`src/logic/spk_consts.svh`:
```
`ifndef SPK_CONSTS_SVH
`define SPK_CONSTS_SVH
`define IDX_ATTEN 10'h023
`define IDX_BOOST 10'h025
`define IDX_MIXER 10'h036
`define IDX_ANTIPOP 10'h038
`define IDX_POWER 10'h040
`define IDX_STATUS 10'h041
`define BIT_LINEAR_MODE 8
`define BIT_REF_SEL 8
`define BIT_MIDRAIL_BUF 7
`define MSB_LEFT_GAIN 5
`define LSB_LEFT_GAIN 3
`define MSB_RIGHT_GAIN 2
`define LSB_RIGHT_GAIN 0
`define BIT_PWR_LEFT 0
`define BIT_PWR_RIGHT 1
`define BIT_PWR_EAR_IN 2
`define BIT_PWR_EAR_OUT 3
`define BIT_PWR_LINE_ONE 4
`define BIT_PWR_LINE_TWO 5
`define BIT_ST_RUNNING 0
`define BIT_ST_MIDRAIL 1
`define BIT_ST_BRIDGE 2
`define BIT_ST_EAR_EARLY 3
`define BIT_ST_GAIN_LIVE 4
`define BIT_ST_BRIDGE_PIN 5
`define RST_BIT 1'b0
`define RST_GAIN 3'h0
`define CLK_PERIOD_NS 25
`define EAR_SETTLE_NS 50000
`define EAR_SETTLE_CYC ((`EAR_SETTLE_NS + `CLK_PERIOD_NS - 1) / `CLK_PERIOD_NS)
`define RESP_OKAY 2'h0
`define RESP_SLVERR 2'h2
`endif

```
`src/logic/spk_pkg.sv`:
```
package spk_pkg;
   typedef enum logic [1:0] {
      SW_IDLE = 2'b01,
      SW_RUN  = 2'b10
   } sw_state_e;
   typedef logic [6:0]  half_period_t;
   typedef logic [3:0]  rate_code_t;
   typedef logic [9:0]  word_idx_t;
   typedef logic [15:0] reg_word_t;
endpackage : spk_pkg

```
`src/logic/axil_reg_port.sv`:
```
`timescale 1ns/1ps
`default_nettype none
`include "spk_consts.svh"
module axil_reg_port
   import spk_pkg::*;
(
   input  wire logic        aclk,
   input  wire logic        aresetn,
   input  wire logic        ce,
   input  wire logic [11:0] awaddr,
   input  wire logic        awvalid,
   output logic             awready,
   input  wire logic [31:0] wdata,
   input  wire logic [3:0]  wstrb,
   input  wire logic        wvalid,
   output logic             wready,
   output logic [1:0]       bresp,
   output logic             bvalid,
   input  wire logic        bready,
   input  wire logic [11:0] araddr,
   input  wire logic        arvalid,
   output logic             arready,
   output logic [31:0]      rdata,
   output logic [1:0]       rresp,
   output logic             rvalid,
   input  wire logic        rready,
   output logic             wr_pulse,
   output word_idx_t        wr_idx,
   output reg_word_t        wr_data,
   output logic [1:0]       wr_strb,
   input  wire logic        wr_ok,
   output word_idx_t        rd_idx,
   input  wire reg_word_t   rd_data,
   input  wire logic        rd_ok
);
   logic aw_held;
   logic w_held;

   assign awready  = ce && !aw_held && !bvalid;
   assign wready   = ce && !w_held && !bvalid;
   assign arready  = ce && !rvalid;
   assign wr_pulse = ce && aw_held && w_held && !bvalid;
   assign rd_idx   = araddr[11:2];

   always_ff @(posedge aclk) begin
      if (!aresetn) begin
         aw_held <= 1'b0;
         w_held  <= 1'b0;
         wr_idx  <= '0;
         wr_data <= '0;
         wr_strb <= '0;
         bvalid  <= 1'b0;
         bresp   <= `RESP_OKAY;
      end else if (ce) begin
         if (awvalid && awready) begin
            aw_held <= 1'b1;
            wr_idx  <= awaddr[11:2];
         end
         if (wvalid && wready) begin
            w_held  <= 1'b1;
            wr_data <= wdata[15:0];
            wr_strb <= wstrb[1:0];
         end
         if (wr_pulse) begin
            aw_held <= 1'b0;
            w_held  <= 1'b0;
            bvalid  <= 1'b1;
            bresp   <= wr_ok ? `RESP_OKAY : `RESP_SLVERR;
         end else if (bready) begin
            bvalid  <= 1'b0;
         end
      end
   end

   always_ff @(posedge aclk) begin
      if (!aresetn) begin
         rvalid <= 1'b0;
         rdata  <= '0;
         rresp  <= `RESP_OKAY;
      end else if (ce) begin
         if (arvalid && arready) begin
            rvalid <= 1'b1;
            rdata  <= {16'h0000, rd_ok ? rd_data : 16'h0000};
            rresp  <= rd_ok ? `RESP_OKAY : `RESP_SLVERR;
         end else if (rready) begin
            rvalid <= 1'b0;
         end
      end
   end
endmodule : axil_reg_port
`default_nettype wire

```
`src/logic/classd_clk_div.sv`:
```
`timescale 1ns/1ps
`default_nettype none
module classd_clk_div
   import spk_pkg::*;
(
   input  wire logic         aclk,
   input  wire logic         aresetn,
   input  wire logic         ce,
   input  wire logic         run,
   input  wire logic         tick,
   input  wire half_period_t half_period,
   output logic              sw_clk,
   output logic              running
);
   sw_state_e    state;
   half_period_t acc;
   half_period_t p_lat;

   // accumulator counts half system-clock periods, two per tick
   wire [7:0] acc_step = {1'b0, acc} + 8'h02;
   wire       boundary = tick && (acc_step >= {1'b0, p_lat});
   wire       go       = run && (half_period != '0);
   wire       start    = (state == SW_IDLE) && go;
   wire       stop     = (state == SW_RUN) && boundary && !go;
   wire       reload   = start || ((state == SW_RUN) && boundary && go);

   wire sw_state_e    next_state = start ? SW_RUN : (stop ? SW_IDLE : state);
   wire half_period_t next_p     = reload ? half_period : p_lat;
   wire half_period_t next_acc   =
      (start || stop) ? '0 :
      boundary ? half_period_t'(acc_step - {1'b0, p_lat}) :
      (tick && state == SW_RUN) ? half_period_t'(acc_step) : acc;

   assign running = (state == SW_RUN);

   always_ff @(posedge aclk) begin
      if (!aresetn) begin
         state  <= SW_IDLE;
         acc    <= '0;
         p_lat  <= '0;
         sw_clk <= 1'b0;
      end else if (ce) begin
         state  <= next_state;
         acc    <= next_acc;
         p_lat  <= next_p;
         sw_clk <= (next_state == SW_RUN) && (next_acc < (next_p >> 1));
      end
   end

   AST_DIV_HOLD: assert property (@(posedge aclk) disable iff (!aresetn)
      (ce && state == SW_RUN && !boundary) |=> p_lat == $past(p_lat))
      else $error("divider changed inside a period");

   AST_IDLE_LOW: assert property (@(posedge aclk) disable iff (!aresetn)
      (ce && stop) |=> !sw_clk && !running)
      else $error("switching clock not stopped at boundary");
endmodule : classd_clk_div
`default_nettype wire

```
`src/logic/speaker_output_mode_and_switch_clock.sv`:
```
// Decided for this implementation: register access over AXI4-Lite.
`timescale 1ns/1ps
`default_nettype none
`include "spk_consts.svh"
module speaker_output_mode_and_switch_clock
   import spk_pkg::*;
(
   input  wire logic        aclk,
   input  wire logic        aresetn,
   input  wire logic        ce,
   input  wire logic [11:0] awaddr,
   input  wire logic        awvalid,
   output logic             awready,
   input  wire logic [31:0] wdata,
   input  wire logic [3:0]  wstrb,
   input  wire logic        wvalid,
   output logic             wready,
   output logic [1:0]       bresp,
   output logic             bvalid,
   input  wire logic        bready,
   input  wire logic [11:0] araddr,
   input  wire logic        arvalid,
   output logic             arready,
   output logic [31:0]      rdata,
   output logic [1:0]       rresp,
   output logic             rvalid,
   input  wire logic        rready,
   input  wire logic        sysclk_tick,
   input  wire rate_code_t  sysclk_ratio_code,
   input  wire rate_code_t  sample_rate_code,
   input  wire logic        speaker_bridge_pin,
   output logic             classd_switch_clk,
   output logic             speaker_linear_mode_sel,
   output logic             linear_mode_ref_sel,
   output logic [2:0]       left_spk_gain_step,
   output logic [2:0]       right_spk_gain_step,
   output logic             left_spk_drv_en,
   output logic             right_spk_drv_en,
   output logic             earpiece_input_stage_en,
   output logic             earpiece_out_stage_en,
   output logic             line_midrail_buffer_en,
   output logic             line_pair_one_ended_sel,
   output logic             line_pair_two_ended_sel
);
   // twice the divide ratio; rows are sample rates, columns clock ratios
   localparam int NUM_RATES  = 9;
   localparam int NUM_RATIOS = 10;
   localparam half_period_t HP_TABLE [NUM_RATES][NUM_RATIOS] = '{
      '{7'h04, 7'h08, 7'h0C, 7'h0C, 7'h18, 7'h18, 7'h30, 7'h30, 7'h40, 7'h60},
      '{7'h04, 7'h08, 7'h0C, 7'h10, 7'h18, 7'h20, 7'h30, 7'h40, 7'h00, 7'h00},
      '{7'h04, 7'h08, 7'h0C, 7'h10, 7'h18, 7'h20, 7'h30, 7'h40, 7'h00, 7'h00},
      '{7'h08, 7'h0C, 7'h10, 7'h18, 7'h20, 7'h30, 7'h40, 7'h00, 7'h00, 7'h00},
      '{7'h08, 7'h10, 7'h18, 7'h20, 7'h30, 7'h40, 7'h00, 7'h00, 7'h00, 7'h00},
      '{7'h09, 7'h10, 7'h18, 7'h20, 7'h30, 7'h40, 7'h00, 7'h00, 7'h00, 7'h00},
      '{7'h0C, 7'h18, 7'h20, 7'h30, 7'h40, 7'h00, 7'h00, 7'h00, 7'h00, 7'h00},
      '{7'h10, 7'h20, 7'h30, 7'h40, 7'h00, 7'h00, 7'h00, 7'h00, 7'h00, 7'h00},
      '{7'h10, 7'h20, 7'h30, 7'h40, 7'h00, 7'h00, 7'h00, 7'h00, 7'h00, 7'h00}
   };
   localparam logic [10:0] EAR_CYC = 11'(`EAR_SETTLE_CYC);

   function automatic logic reg_hit(input word_idx_t idx);
      reg_hit = (idx == `IDX_ATTEN) || (idx == `IDX_BOOST) ||
                (idx == `IDX_MIXER) || (idx == `IDX_ANTIPOP) ||
                (idx == `IDX_POWER) || (idx == `IDX_STATUS);
   endfunction : reg_hit

   function automatic half_period_t lookup_hp(input rate_code_t r,
                                              input rate_code_t q);
      lookup_hp = '0;
      if (int'(r) < NUM_RATES && int'(q) < NUM_RATIOS) begin
         lookup_hp = HP_TABLE[r][q];
      end
   endfunction : lookup_hp

   logic        wr_pulse;
   word_idx_t   wr_idx;
   reg_word_t   wr_data;
   logic [1:0]  wr_strb;
   word_idx_t   rd_idx;
   reg_word_t   rd_data;

   logic        linear_mode;
   logic        ref_sel;
   logic        buf_en;
   logic [2:0]  gain_l;
   logic [2:0]  gain_r;
   logic [5:0]  pwr;
   logic        ear_early;
   logic        gain_live;
   logic        bridge_s1;
   logic        bridge_s2;
   logic [10:0] ear_cnt;
   logic        sw_running;

   axil_reg_port u_port (
      .aclk    (aclk),
      .aresetn (aresetn),
      .ce      (ce),
      .awaddr  (awaddr),
      .awvalid (awvalid),
      .awready (awready),
      .wdata   (wdata),
      .wstrb   (wstrb),
      .wvalid  (wvalid),
      .wready  (wready),
      .bresp   (bresp),
      .bvalid  (bvalid),
      .bready  (bready),
      .araddr  (araddr),
      .arvalid (arvalid),
      .arready (arready),
      .rdata   (rdata),
      .rresp   (rresp),
      .rvalid  (rvalid),
      .rready  (rready),
      .wr_pulse(wr_pulse),
      .wr_idx  (wr_idx),
      .wr_data (wr_data),
      .wr_strb (wr_strb),
      .wr_ok   (reg_hit(wr_idx)),
      .rd_idx  (rd_idx),
      .rd_data (rd_data),
      .rd_ok   (reg_hit(rd_idx))
   );

   // write decode
   wire wr_atten   = wr_pulse && (wr_idx == `IDX_ATTEN);
   wire wr_boost   = wr_pulse && (wr_idx == `IDX_BOOST);
   wire wr_mixer   = wr_pulse && (wr_idx == `IDX_MIXER);
   wire wr_antipop = wr_pulse && (wr_idx == `IDX_ANTIPOP);
   wire wr_power   = wr_pulse && (wr_idx == `IDX_POWER);
   wire wr_status  = wr_pulse && (wr_idx == `IDX_STATUS);

   wire next_linear = (wr_atten && wr_strb[1]) ?
                      wr_data[`BIT_LINEAR_MODE] : linear_mode;
   wire next_ref    = (wr_mixer && wr_strb[1]) ?
                      wr_data[`BIT_REF_SEL] : ref_sel;
   wire next_buf    = (wr_antipop && wr_strb[0]) ?
                      wr_data[`BIT_MIDRAIL_BUF] : buf_en;
   wire [2:0] next_gain_l = (wr_boost && wr_strb[0]) ?
                      wr_data[`MSB_LEFT_GAIN:`LSB_LEFT_GAIN] : gain_l;
   wire [2:0] next_gain_r = (wr_boost && wr_strb[0]) ?
                      wr_data[`MSB_RIGHT_GAIN:`LSB_RIGHT_GAIN] : gain_r;
   wire [5:0] next_pwr = (wr_power && wr_strb[0]) ? wr_data[5:0] : pwr;

   wire spk_on = pwr[`BIT_PWR_LEFT] || pwr[`BIT_PWR_RIGHT];
   wire sw_run = spk_on && !linear_mode;
   wire line_single = pwr[`BIT_PWR_LINE_ONE] || pwr[`BIT_PWR_LINE_TWO];
   wire midrail_missing = line_single && !buf_en;
   wire bridge_bad = bridge_s2 &&
                     !(pwr[`BIT_PWR_LEFT] && pwr[`BIT_PWR_RIGHT]);
   wire ear_rise = next_pwr[`BIT_PWR_EAR_OUT] && !pwr[`BIT_PWR_EAR_OUT];
   wire ear_early_evt = ear_rise && (ear_cnt < EAR_CYC);
   wire gain_change = (next_gain_l != gain_l) || (next_gain_r != gain_r);
   wire gain_live_evt = wr_boost && spk_on && gain_change;
   wire clr_early = wr_status && wr_strb[0] && wr_data[`BIT_ST_EAR_EARLY];
   wire clr_live = wr_status && wr_strb[0] && wr_data[`BIT_ST_GAIN_LIVE];
   wire half_period_t hp = lookup_hp(sample_rate_code, sysclk_ratio_code);

   wire reg_word_t status_word = reg_word_t'({
      bridge_s2, gain_live, ear_early, bridge_bad,
      midrail_missing, sw_running});
   wire reg_word_t rd_word_a =
      (rd_idx == `IDX_ATTEN) ? reg_word_t'({linear_mode, 8'h00}) :
      (rd_idx == `IDX_BOOST) ? reg_word_t'({gain_l, gain_r}) :
      (rd_idx == `IDX_MIXER) ? reg_word_t'({ref_sel, 8'h00}) : '0;
   wire reg_word_t rd_word_b =
      (rd_idx == `IDX_ANTIPOP) ? reg_word_t'({buf_en, 7'h00}) :
      (rd_idx == `IDX_POWER) ? reg_word_t'(pwr) :
      (rd_idx == `IDX_STATUS) ? status_word : '0;
   assign rd_data = rd_word_a | rd_word_b;

   // control fields
   always_ff @(posedge aclk) begin
      if (!aresetn) begin
         linear_mode <= `RST_BIT;
         ref_sel     <= `RST_BIT;
         buf_en      <= `RST_BIT;
         gain_l      <= `RST_GAIN;
         gain_r      <= `RST_GAIN;
         pwr         <= '0;
      end else if (ce) begin
         linear_mode <= next_linear;
         gain_l      <= next_gain_l;
         gain_r      <= next_gain_r;
         ref_sel     <= next_ref;
         buf_en      <= next_buf;
         pwr         <= next_pwr;
      end
   end

   // sticky flags, set wins over clear
   always_ff @(posedge aclk) begin
      if (!aresetn) begin
         ear_early <= 1'b0;
         gain_live <= 1'b0;
      end else if (ce) begin
         ear_early <= ear_early_evt || (ear_early && !clr_early);
         gain_live <= gain_live_evt || (gain_live && !clr_live);
      end
   end

   // settle time since earpiece input stage came on
   always_ff @(posedge aclk) begin
      if (!aresetn) begin
         ear_cnt <= '0;
      end else if (ce) begin
         if (!pwr[`BIT_PWR_EAR_IN]) begin
            ear_cnt <= '0;
         end else if (ear_cnt < EAR_CYC) begin
            ear_cnt <= ear_cnt + 11'h001;
         end
      end
   end

   // bridge pin synchroniser and driven right gain step output
   always_ff @(posedge aclk) begin
      if (!aresetn) begin
         bridge_s1           <= 1'b0;
         bridge_s2           <= 1'b0;
         right_spk_gain_step <= `RST_GAIN;
      end else if (ce) begin
         bridge_s1           <= speaker_bridge_pin;
         bridge_s2           <= bridge_s1;
         right_spk_gain_step <= bridge_s2 ? gain_l : gain_r;
      end
   end

   classd_clk_div u_div (
      .aclk       (aclk),
      .aresetn    (aresetn),
      .ce         (ce),
      .run        (sw_run),
      .tick       (sysclk_tick),
      .half_period(hp),
      .sw_clk     (classd_switch_clk),
      .running    (sw_running)
   );

   assign speaker_linear_mode_sel = linear_mode;
   assign linear_mode_ref_sel     = ref_sel;
   assign left_spk_gain_step      = gain_l;
   assign left_spk_drv_en         = pwr[`BIT_PWR_LEFT];
   assign right_spk_drv_en        = pwr[`BIT_PWR_RIGHT];
   assign earpiece_input_stage_en = pwr[`BIT_PWR_EAR_IN];
   assign earpiece_out_stage_en   = pwr[`BIT_PWR_EAR_OUT];
   assign line_midrail_buffer_en  = buf_en;
   assign line_pair_one_ended_sel = pwr[`BIT_PWR_LINE_ONE];
   assign line_pair_two_ended_sel = pwr[`BIT_PWR_LINE_TWO];

   AST_LINEAR_RESET: assert property (@(posedge aclk)
      !$past(aresetn) |-> !speaker_linear_mode_sel && !linear_mode_ref_sel)
      else $error("mode bits not cleared by reset");

   AST_LEFT_GAIN: assert property (@(posedge aclk) disable iff (!aresetn)
      (ce && wr_boost && wr_strb[0]) |=>
         left_spk_gain_step == $past(wr_data[5:3]))
      else $error("left gain step not stored");

   AST_RIGHT_GAIN: assert property (@(posedge aclk) disable iff (!aresetn)
      (ce && wr_boost && wr_strb[0]) ##1 (ce && !bridge_s2) |=>
         right_spk_gain_step == $past(wr_data[2:0], 2))
      else $error("right gain step not driven");

   AST_REF_SEL: assert property (@(posedge aclk) disable iff (!aresetn)
      (ce && wr_mixer && wr_strb[1]) |=>
         linear_mode_ref_sel == $past(wr_data[8]))
      else $error("reference select not stored");

   AST_LINEAR_STOPS: assert property (@(posedge aclk) disable iff (!aresetn)
      (!sw_running && !sw_run) |=> !sw_running || $past(sw_run))
      else $error("switching clock started without enable");

   AST_RATE_352K8: assert property (@(posedge aclk) disable iff (!aresetn)
      (sample_rate_code == 4'h7 && sysclk_ratio_code < 4'h4) |->
         hp == half_period_t'({sysclk_ratio_code + 4'h1, 4'h0}))
      else $error("wrong divider at 44.1 kHz");

   AST_RATE_384K: assert property (@(posedge aclk) disable iff (!aresetn)
      (sample_rate_code == 4'h8 && sysclk_ratio_code < 4'h4) |->
         hp == half_period_t'({sysclk_ratio_code + 4'h1, 4'h0}))
      else $error("wrong divider at 48 kHz");

   AST_RATE_8K: assert property (@(posedge aclk) disable iff (!aresetn)
      (sample_rate_code == 4'h0 && sysclk_ratio_code == 4'h8) |->
         hp == 7'h40)
      else $error("wrong divider at 8 kHz ratio 1408");

   AST_EAR_ENABLES: assert property (@(posedge aclk) disable iff (!aresetn)
      (ce && wr_power && wr_strb[0]) |=>
         earpiece_input_stage_en == $past(wr_data[2]) &&
         earpiece_out_stage_en == $past(wr_data[3]))
      else $error("earpiece enables not independent");

   AST_MIDRAIL_BUF: assert property (@(posedge aclk) disable iff (!aresetn)
      (ce && wr_antipop && wr_strb[0]) |=>
         line_midrail_buffer_en == $past(wr_data[7]))
      else $error("midrail buffer enable not stored");

   AST_MIDRAIL_FLAG: assert property (@(posedge aclk) disable iff (!aresetn)
      (rd_idx == `IDX_STATUS) |->
         rd_data[1] == ((line_pair_one_ended_sel || line_pair_two_ended_sel)
                        && !line_midrail_buffer_en))
      else $error("midrail status wrong");
endmodule : speaker_output_mode_and_switch_clock
`default_nettype wire

```
`config.mk`:
```
export PLATFORM = sky130hd
export DESIGN_NAME = speaker_output_mode_and_switch_clock
export DESIGN_NICKNAME = d
export VERILOG_FILES = /design/src/logic/spk_pkg.sv /design/src/logic/axil_reg_port.sv /design/src/logic/classd_clk_div.sv /design/src/logic/speaker_output_mode_and_switch_clock.sv
export VERILOG_INCLUDE_DIRS = /design/src /design/src/logic
export SDC_FILE = /design/constraint.sdc
export NUM_CORES = 1
export LEC_CHECK = 0
export BUFFER_PORTS_ARGS = -buffer_cell sky130_fd_sc_hd__buf_2
export CAP_MARGIN = 10
export CORE_UTILIZATION = 54
export CTS_CLUSTER_SIZE = 10
export DETAILED_ROUTE_END_ITERATION = 7
export PLACE_DENSITY = 0.9
export SLEW_MARGIN = 15
export SYNTH_ARGS = -nofsm -noshare
export SYNTH_HDL_FRONTEND = slang
export SYNTH_HIERARCHICAL = 1
export SYNTH_SLANG_ARGS = --single-unit
```
`constraint.sdc`:
```
create_clock -name aclk -period 4.9 [get_ports aclk]
set_input_delay 0.98 -clock aclk [delete_from_list [all_inputs] [get_ports aclk]]
set_output_delay 0.98 -clock aclk [all_outputs]
set_load 0.02 [all_outputs]
```
==> metrics.md, run 1 <==
| Metric | Value |
|---|---|
| Vias per inst | `5.69` |
| Worst-path cell chain | `buf_2 -> ha_1 -> nor2b_1 -> o32ai_1 -> nor2_1 -> o311a_1 -> or4_4 -> o41ai_4 -> buf_4 -> a21oi_2 -> o21ai_4 -> mux2i_1 -> ha_1 -> and3_1 -> a221o_1 -> a221oi_2` |
| GRT overflow | `0` |
| DP Worst Slack | `0.0394 ns` |
| Largest net degree at the start of global routing | `84` |
| Static Leak | `2.83 nW` |
| First-pass GRT wire length | `22200 microns` |
| Clk root buf | `clkbuf_8` |
| I/O Buffers | `86` |
| CP dominant cell by count | `ha_1` |
| Power Dens Cells | `265 nW/um^2` |
| ANT nets after route | `0` |
| P&R area growth vs syn | `8.95%` |
| Drt wl/cell | `14.9 microns` |
| Slowest CP cell | `or4_4` |
| CTS tree | `done` |
| Pre-Repair DR Iteration Count | `5` |
| Status | `finished clean` |
| Max-Cap Viols | `0` |
| Hold WC Path Type | `reg2reg` |
| Final setup margin | `0.373 ns` |
| Post-CTS Resized | `0` |
| R2R setup slack | `0.75 ns` |
| Nets | `874` |
| Clock sinks | `92` |
| Worst Hold End | `u_port/wr_strb[1]` |
| DRC | `0` |
| Routed WL | `13700 microns` |
| Cts hold-fix bufs | `0` |
| Final HPWL DP | `10100 microns` |
| Via count | `5231` |
| Die ar. | `11500 sq um` |
| R2r endpoint | `u_div/sw_clk` |
| Row cnt | `38` |
| Synthesized netlist cell count | `711` |
| Initial antenna violation count | `0` |
| Unrepaired setup endpoints after global routing | `no` |
| Buf+Inv Stages, Crit Path | `2` |
| Hold Startpoint | `u_port/wr_strb[1]` |
| CTS buffer count | `9` |
| Setup tns final | `0 ns` |
| Initial cell density of the core | `0.553` |
| Setup Skew | `0.0149 ns` |
| Data arrival, critical path | `4.80 ns` |
| Register clock-pin slew on the reported worst setup and hold paths | `0.09 ns` |
| N_diodes | `0` |
| Post-CTS Setup Bufs | `0` |
| Tot GR Track Use | `0.240` |
| Crit-path max cell delay | `0.56 ns` |
| Critical path peak fanout | `9` |
| Die Ht | `107 microns` |
| PnR Total Power | `0.00173 W` |
| Share of cells above drive strength 1 | `0.172` |
| Synthesized area per cell | `8.43 sq um` |
| Yosys warning total | `6` |
| Final Hold Fails | `0` |
| Hold depth | `2` |
| Post-layout min period | `4.53 ns` |
| Worst-Margin Slew | `0.975 ns` |
| FF-to-FF Start | `u_div/acc[1]` |
| Initial DRC count | `240` |
| Fillers | `908` |
| Reg2reg path depth | `13` |
| # H-tree levels | `3` |
| Die W | `107 microns` |
| Final setup viols | `0` |
| I/O pins | `135` |
| Fmax | `221 MHz` |
| CP top delay family | `compound AO/OA/AOI/OAI gates` |
| GPL Wtd Cong | `0.925` |
| Worst VDD drop | `212 uV` |
| CP Capture Type | `flop` |
| Vias in the first global route | `4745` |
| Worst Setup Start Kind | `input port` |
| CP Class | `in2reg` |
| Rel. slew slack | `0.350` |
| Final slew viol count | `0` |
| Synthesized cell area | `6000 sq um` |
| Longest Clk Path Bufs | `2` |
| Clock latency on the worst-skew pair | `0.36 ns` |
| CP Data Required Time | `5.17 ns` |
| Final core occ | `0.603` |
| Core footprint | `10800 sq um` |
| Crit share post-route | `0.924` |
==> worst max-delay path by stage <==
stage                    startpoint            to  slack (ns)  cells after the start
4_1_cts         sample_rate_code[1]  u_div/sw_clk        0.40                     16
6_report        sample_rate_code[1]  u_div/sw_clk        0.37                     16
3_5_place_dp    sample_rate_code[1]  u_div/sw_clk        0.04                     16
5_1_grt         sample_rate_code[1]  u_div/sw_clk        0.19                     17
2_1_floorplan  sysclk_ratio_code[0]  u_div/sw_clk        0.56                     15
3_3_place_gp    sample_rate_code[1]  u_div/sw_clk        0.13                     16
==> worst register-to-register path, stage by stage (launching register included) <==
cell      delay, ns
dfxtp_1        0.47
nand3_1        0.22
or2_2          0.36
xnor2_1        0.14
ha_1           0.34
nor2b_1        0.17
or3_1          0.48
o21ai_1        0.44
mux2i_1        0.34
and2_1         0.19
ha_1           0.25
and3_1         0.15
a221o_1        0.30
a221oi_2       0.22
==> layer usage <==
metal	part of all wire	track usage	vias up
met5	0	0	-
met4	0.025	0.0949	0
met3	0.061	0.0448	25
met2	0.46	0.398	175
met1	0.45	0.308	2426
li1	-	-	2605
==> layout by cell type (no fill, tap or decap), types with 6 or more instances in the layout <==
master and instances:
xnor2_1 16, nand4_1 10, a21oi_1 24, dfxtp_1 92, clkbuf_8 10, a211oi_1 8, nand2_1 79, o2bb2ai_1 7
o21ai_0 23, a21boi_0 6, nor2b_1 18, conb_1 29, nand3_1 40, nand2b_1 8, nor2_1 58, inv_1 24
a31oi_1 8, o211ai_1 7, and2_1 7, mux2i_1 72, xor2_1 6, ha_1 20, and3_1 7, buf_2 86
nor3b_1 6
==> where the power goes <==
group | leakage [nW] | switching [W] | internal, W
logic | 1.98 | 0.000250 | 0.000168
clock network | 0.0999 | 0.000266 | 0.000252
registers | 0.745 | 0.0000263 | 0.000768
==> flip-flops by register name, indices dropped and copies added (netlist names), 2 cells and up <==
name                 count
ear_cnt                 11
gain_r                   3
left_spk_gain_step       3
pwr                      6
right_spk_gain_step      3
u_div/acc                7
u_div/p_lat              7
u_div/state              2
u_port/rdata            16
u_port/wr_data           8
u_port/wr_idx           10
u_port/wr_strb           2
==> area by class of cell <==
cell class / instances / area, sq um / area share
Sequential cell: 92 / 1840 / 0.282
Inverter: 24 / 90.1 / 0.0138
Clock inverter: 5 / 60.1 / 0.00919
Timing Repair Buffer: 91 / 468 / 0.0716
Tap cell: 140 / 175 / 0.0268
Multi-Input combinational cell: 557 / 3760 / 0.575
Clock buffer: 11 / 141 / 0.0216
==> through the flow <==
step	hold slack [ns]	instances	cell area [sq um]
2_1_floorplan	0.430	738	6100
3_3_place_gp	0.441	904	6330
3_5_place_dp	0.444	904	6330
4_1_cts	0.458	920	6530
5_1_grt	0.473	920	6530
6_report	0.454	920	6530
Power figures use the tool's default switching activity.
==> run 2, diff against run 1 <==
--- a/config.mk
+++ b/config.mk
@@ -8,10 +8,11 @@
 export LEC_CHECK = 0
 export BUFFER_PORTS_ARGS = -buffer_cell sky130_fd_sc_hd__buf_2
 export CAP_MARGIN = 10
-export CORE_UTILIZATION = 54
+export CORE_ASPECT_RATIO = 1.4
+export CORE_UTILIZATION = 45
 export CTS_CLUSTER_SIZE = 10
 export DETAILED_ROUTE_END_ITERATION = 7
-export PLACE_DENSITY = 0.9
+export PLACE_DENSITY = 0.79
 export SLEW_MARGIN = 15
 export SYNTH_ARGS = -nofsm -noshare
 export SYNTH_HDL_FRONTEND = slang
==> metrics.md, run 2 (same netlist as run 1, synthesis figures left out) <==
| Metric | Value |
|---|---|
| GPL Wtd Cong | `0.931` |
| N_diodes | `0` |
| Final slew viol count | `0` |
| Nets | `877` |
| DRC | `0` |
| Reg2reg path depth | `14` |
| Clock latency on the worst-skew pair | `0.35 ns` |
| Routed WL | `14200 microns` |
| Hold WC Path Type | `reg2reg` |
| Final HPWL DP | `10700 microns` |
| Metal3 WL | `821 microns` |
| Initial DRC count | `337` |
| Largest net degree at the start of global routing | `48` |
| Tot GR Track Use | `0.210` |
| Post-CTS Resized | `0` |
| R2R setup slack | `0.88 ns` |
| Setup tns final | `0 ns` |
| Commonest non-fill, non-tap cell in the layout | `dfxtp_1` |
| Largest Register | `u_port/rdata` |
| I/O pins | `135` |
| Die ar. | `13800 sq um` |
| Clk root buf | `clkbuf_16` |
| Critical path origin | `sample_rate_code[1]` |
| Via count | `5262` |
| Cts hold-fix bufs | `0` |
| Largest register FFs | `16` |
| Clock sinks | `92` |
| Top routing layer in use | `met4` |
| Slowest CP cell | `or4_4` |
| DRT met1 WL | `5940 microns` |
| Data arrival, critical path | `4.69 ns` |
| Vias per inst | `5.48` |
| Die W | `99.6 microns` |
| Status | `finished clean` |
| First-pass GRT wire length | `23300 microns` |
| Longest Clk Path Bufs | `2` |
| Crit path to | `u_div/sw_clk` |
| Row cnt | `49` |
| Core footprint | `12900 sq um` |
| Register clock-pin slew on the reported worst setup and hold paths | `0.07 ns` |
| Crit-path max cell delay | `0.56 ns` |
| Final Hold Fails | `0` |
| Worst-Margin Slew | `1.04 ns` |
| GRT overflow | `0` |
| Commonest non-fill, non-tap cells in the layout | `92 x dfxtp_1, 86 x buf_2, 79 x nand2_1` |
| Smallest hold slack | `0.453 ns` |
| CTS tree | `done` |
| Critical path peak fanout | `9` |
| Static Leak | `2.89 nW` |
| Final setup viols | `0` |
| Setup Skew | `0.00873 ns` |
| CTS buffer count | `9` |
| Worst VDD drop | `208 uV` |
| Fillers | `1225` |
| CP Capture Type | `flop` |
| CP Class | `in2reg` |
| Fmax | `226 MHz` |
| Post-layout min period | `4.43 ns` |
| Rel. slew slack | `0.308` |
| Initial antenna violation count | `0` |
| R2r endpoint | `u_div/sw_clk` |
| Pre-Repair DR Iteration Count | `4` |
| Max-Cap Viols | `0` |
| P&R area growth vs syn | `11.8%` |
| Vias in the first global route | `4943` |
| Die Ht | `139 microns` |
| Met2 wire len | `7050 microns` |
| # H-tree levels | `3` |
| Power Dens Cells | `286 nW/um^2` |
| ANT nets after route | `0` |
| Post-CTS Setup Bufs | `0` |
| Worst Setup Start Kind | `input port` |
| Initial cell density of the core | `0.464` |
| CP dominant cell by count | `nor2_1` |
| I/O Buffers | `86` |
| Registers with the most flip-flops | `u_port/rdata: 16 flops, ear_cnt: 11 flops, u_port/wr_idx: 10 flops` |
| Crit share post-route | `0.904` |
| FF-to-FF Start | `u_div/acc[1]` |
| Worst-path cell chain | `buf_2 -> ha_1 -> nor2b_1 -> o32ai_1 -> nor2_1 -> o311a_1 -> or4_4 -> o41ai_4 -> nor2_1 -> nor2_1 -> and2_1 -> ha_1 -> and3_1 -> a221o_1 -> a221oi_2` |
| Share of cells above drive strength 1 | `0.176` |
| Unrepaired setup endpoints after global routing | `no` |
| Drt wl/cell | `14.8 microns` |
| PnR Total Power | `0.00192 W` |
| CP Data Required Time | `5.16 ns` |
## run 2: area by class of cell
| cell class | count | area [sq um] | share of cell area |
|---|---|---|---|
| clock buffers | 10 | 239 | 0.0356 |
| clock inverters | 6 | 62.6 | 0.00933 |
| inverters | 24 | 90.1 | 0.0134 |
| multi-input cells | 557 | 3760 | 0.560 |
| flip-flops and latches | 92 | 1840 | 0.275 |
| well taps | 178 | 223 | 0.0332 |
| repair buffers | 94 | 490 | 0.0732 |
## run 2: how the worst min path moves through the flow
stage	start	end	cells past startpoint	slack, ns
2_1_floorplan	u_port/wr_strb[0]	u_port/wr_strb[0]	2	0.43
3_3_place_gp	u_port/wr_strb[1]	u_port/wr_strb[1]	2	0.44
3_5_place_dp	u_port/rdata[12]	u_port/rdata[12]	2	0.45
4_1_cts	u_port/rdata[12]	u_port/rdata[12]	2	0.45
5_1_grt	u_port/rdata[14]	u_port/rdata[14]	2	0.47
6_report	u_port/rdata[12]	u_port/rdata[12]	2	0.45
## run 2: per-stage QoR
stage | std cells | worst slack (ns) | util | cell area (sq um)
finish | 961 | 0.470 | 0.518 | 6700
detailed placement | 945 | 0.175 | 0.495 | 6400
floorplan | 738 | 0.557 | - | 6100
global route | 961 | 0.240 | 0.518 | 6700
global placement | 945 | 0.257 | 0.495 | 6400
CTS | 961 | 0.504 | 0.518 | 6700
## run 2: metal layers
metal | GRT usage | vias up
li1 | - | 2613
met1 | 0.246 | 2436
met2 | 0.354 | 182
met3 | 0.0459 | 31
met4 | 0.109 | 0
met5 | 0 | -
## run 2: worst max-delay path: cells and delay by family
family                   cells  cell delay [ns]
buffers and inverters        1             0.15
adder cells (fa/ha/maj)      2             0.44
AO/OA/AOI/OAI                5             1.58
AND/OR/NAND/NOR              7             1.53
## run 2: report_power, final
group / leakage, nW / switching [W] / total (W) / internal [W]
Clock: 0.153 / 0.000288 / 0.000697 / 0.000409
Sequential: 0.745 / 0.0000261 / 0.000795 / 0.000769
Combinational: 1.99 / 0.000249 / 0.000423 / 0.000174
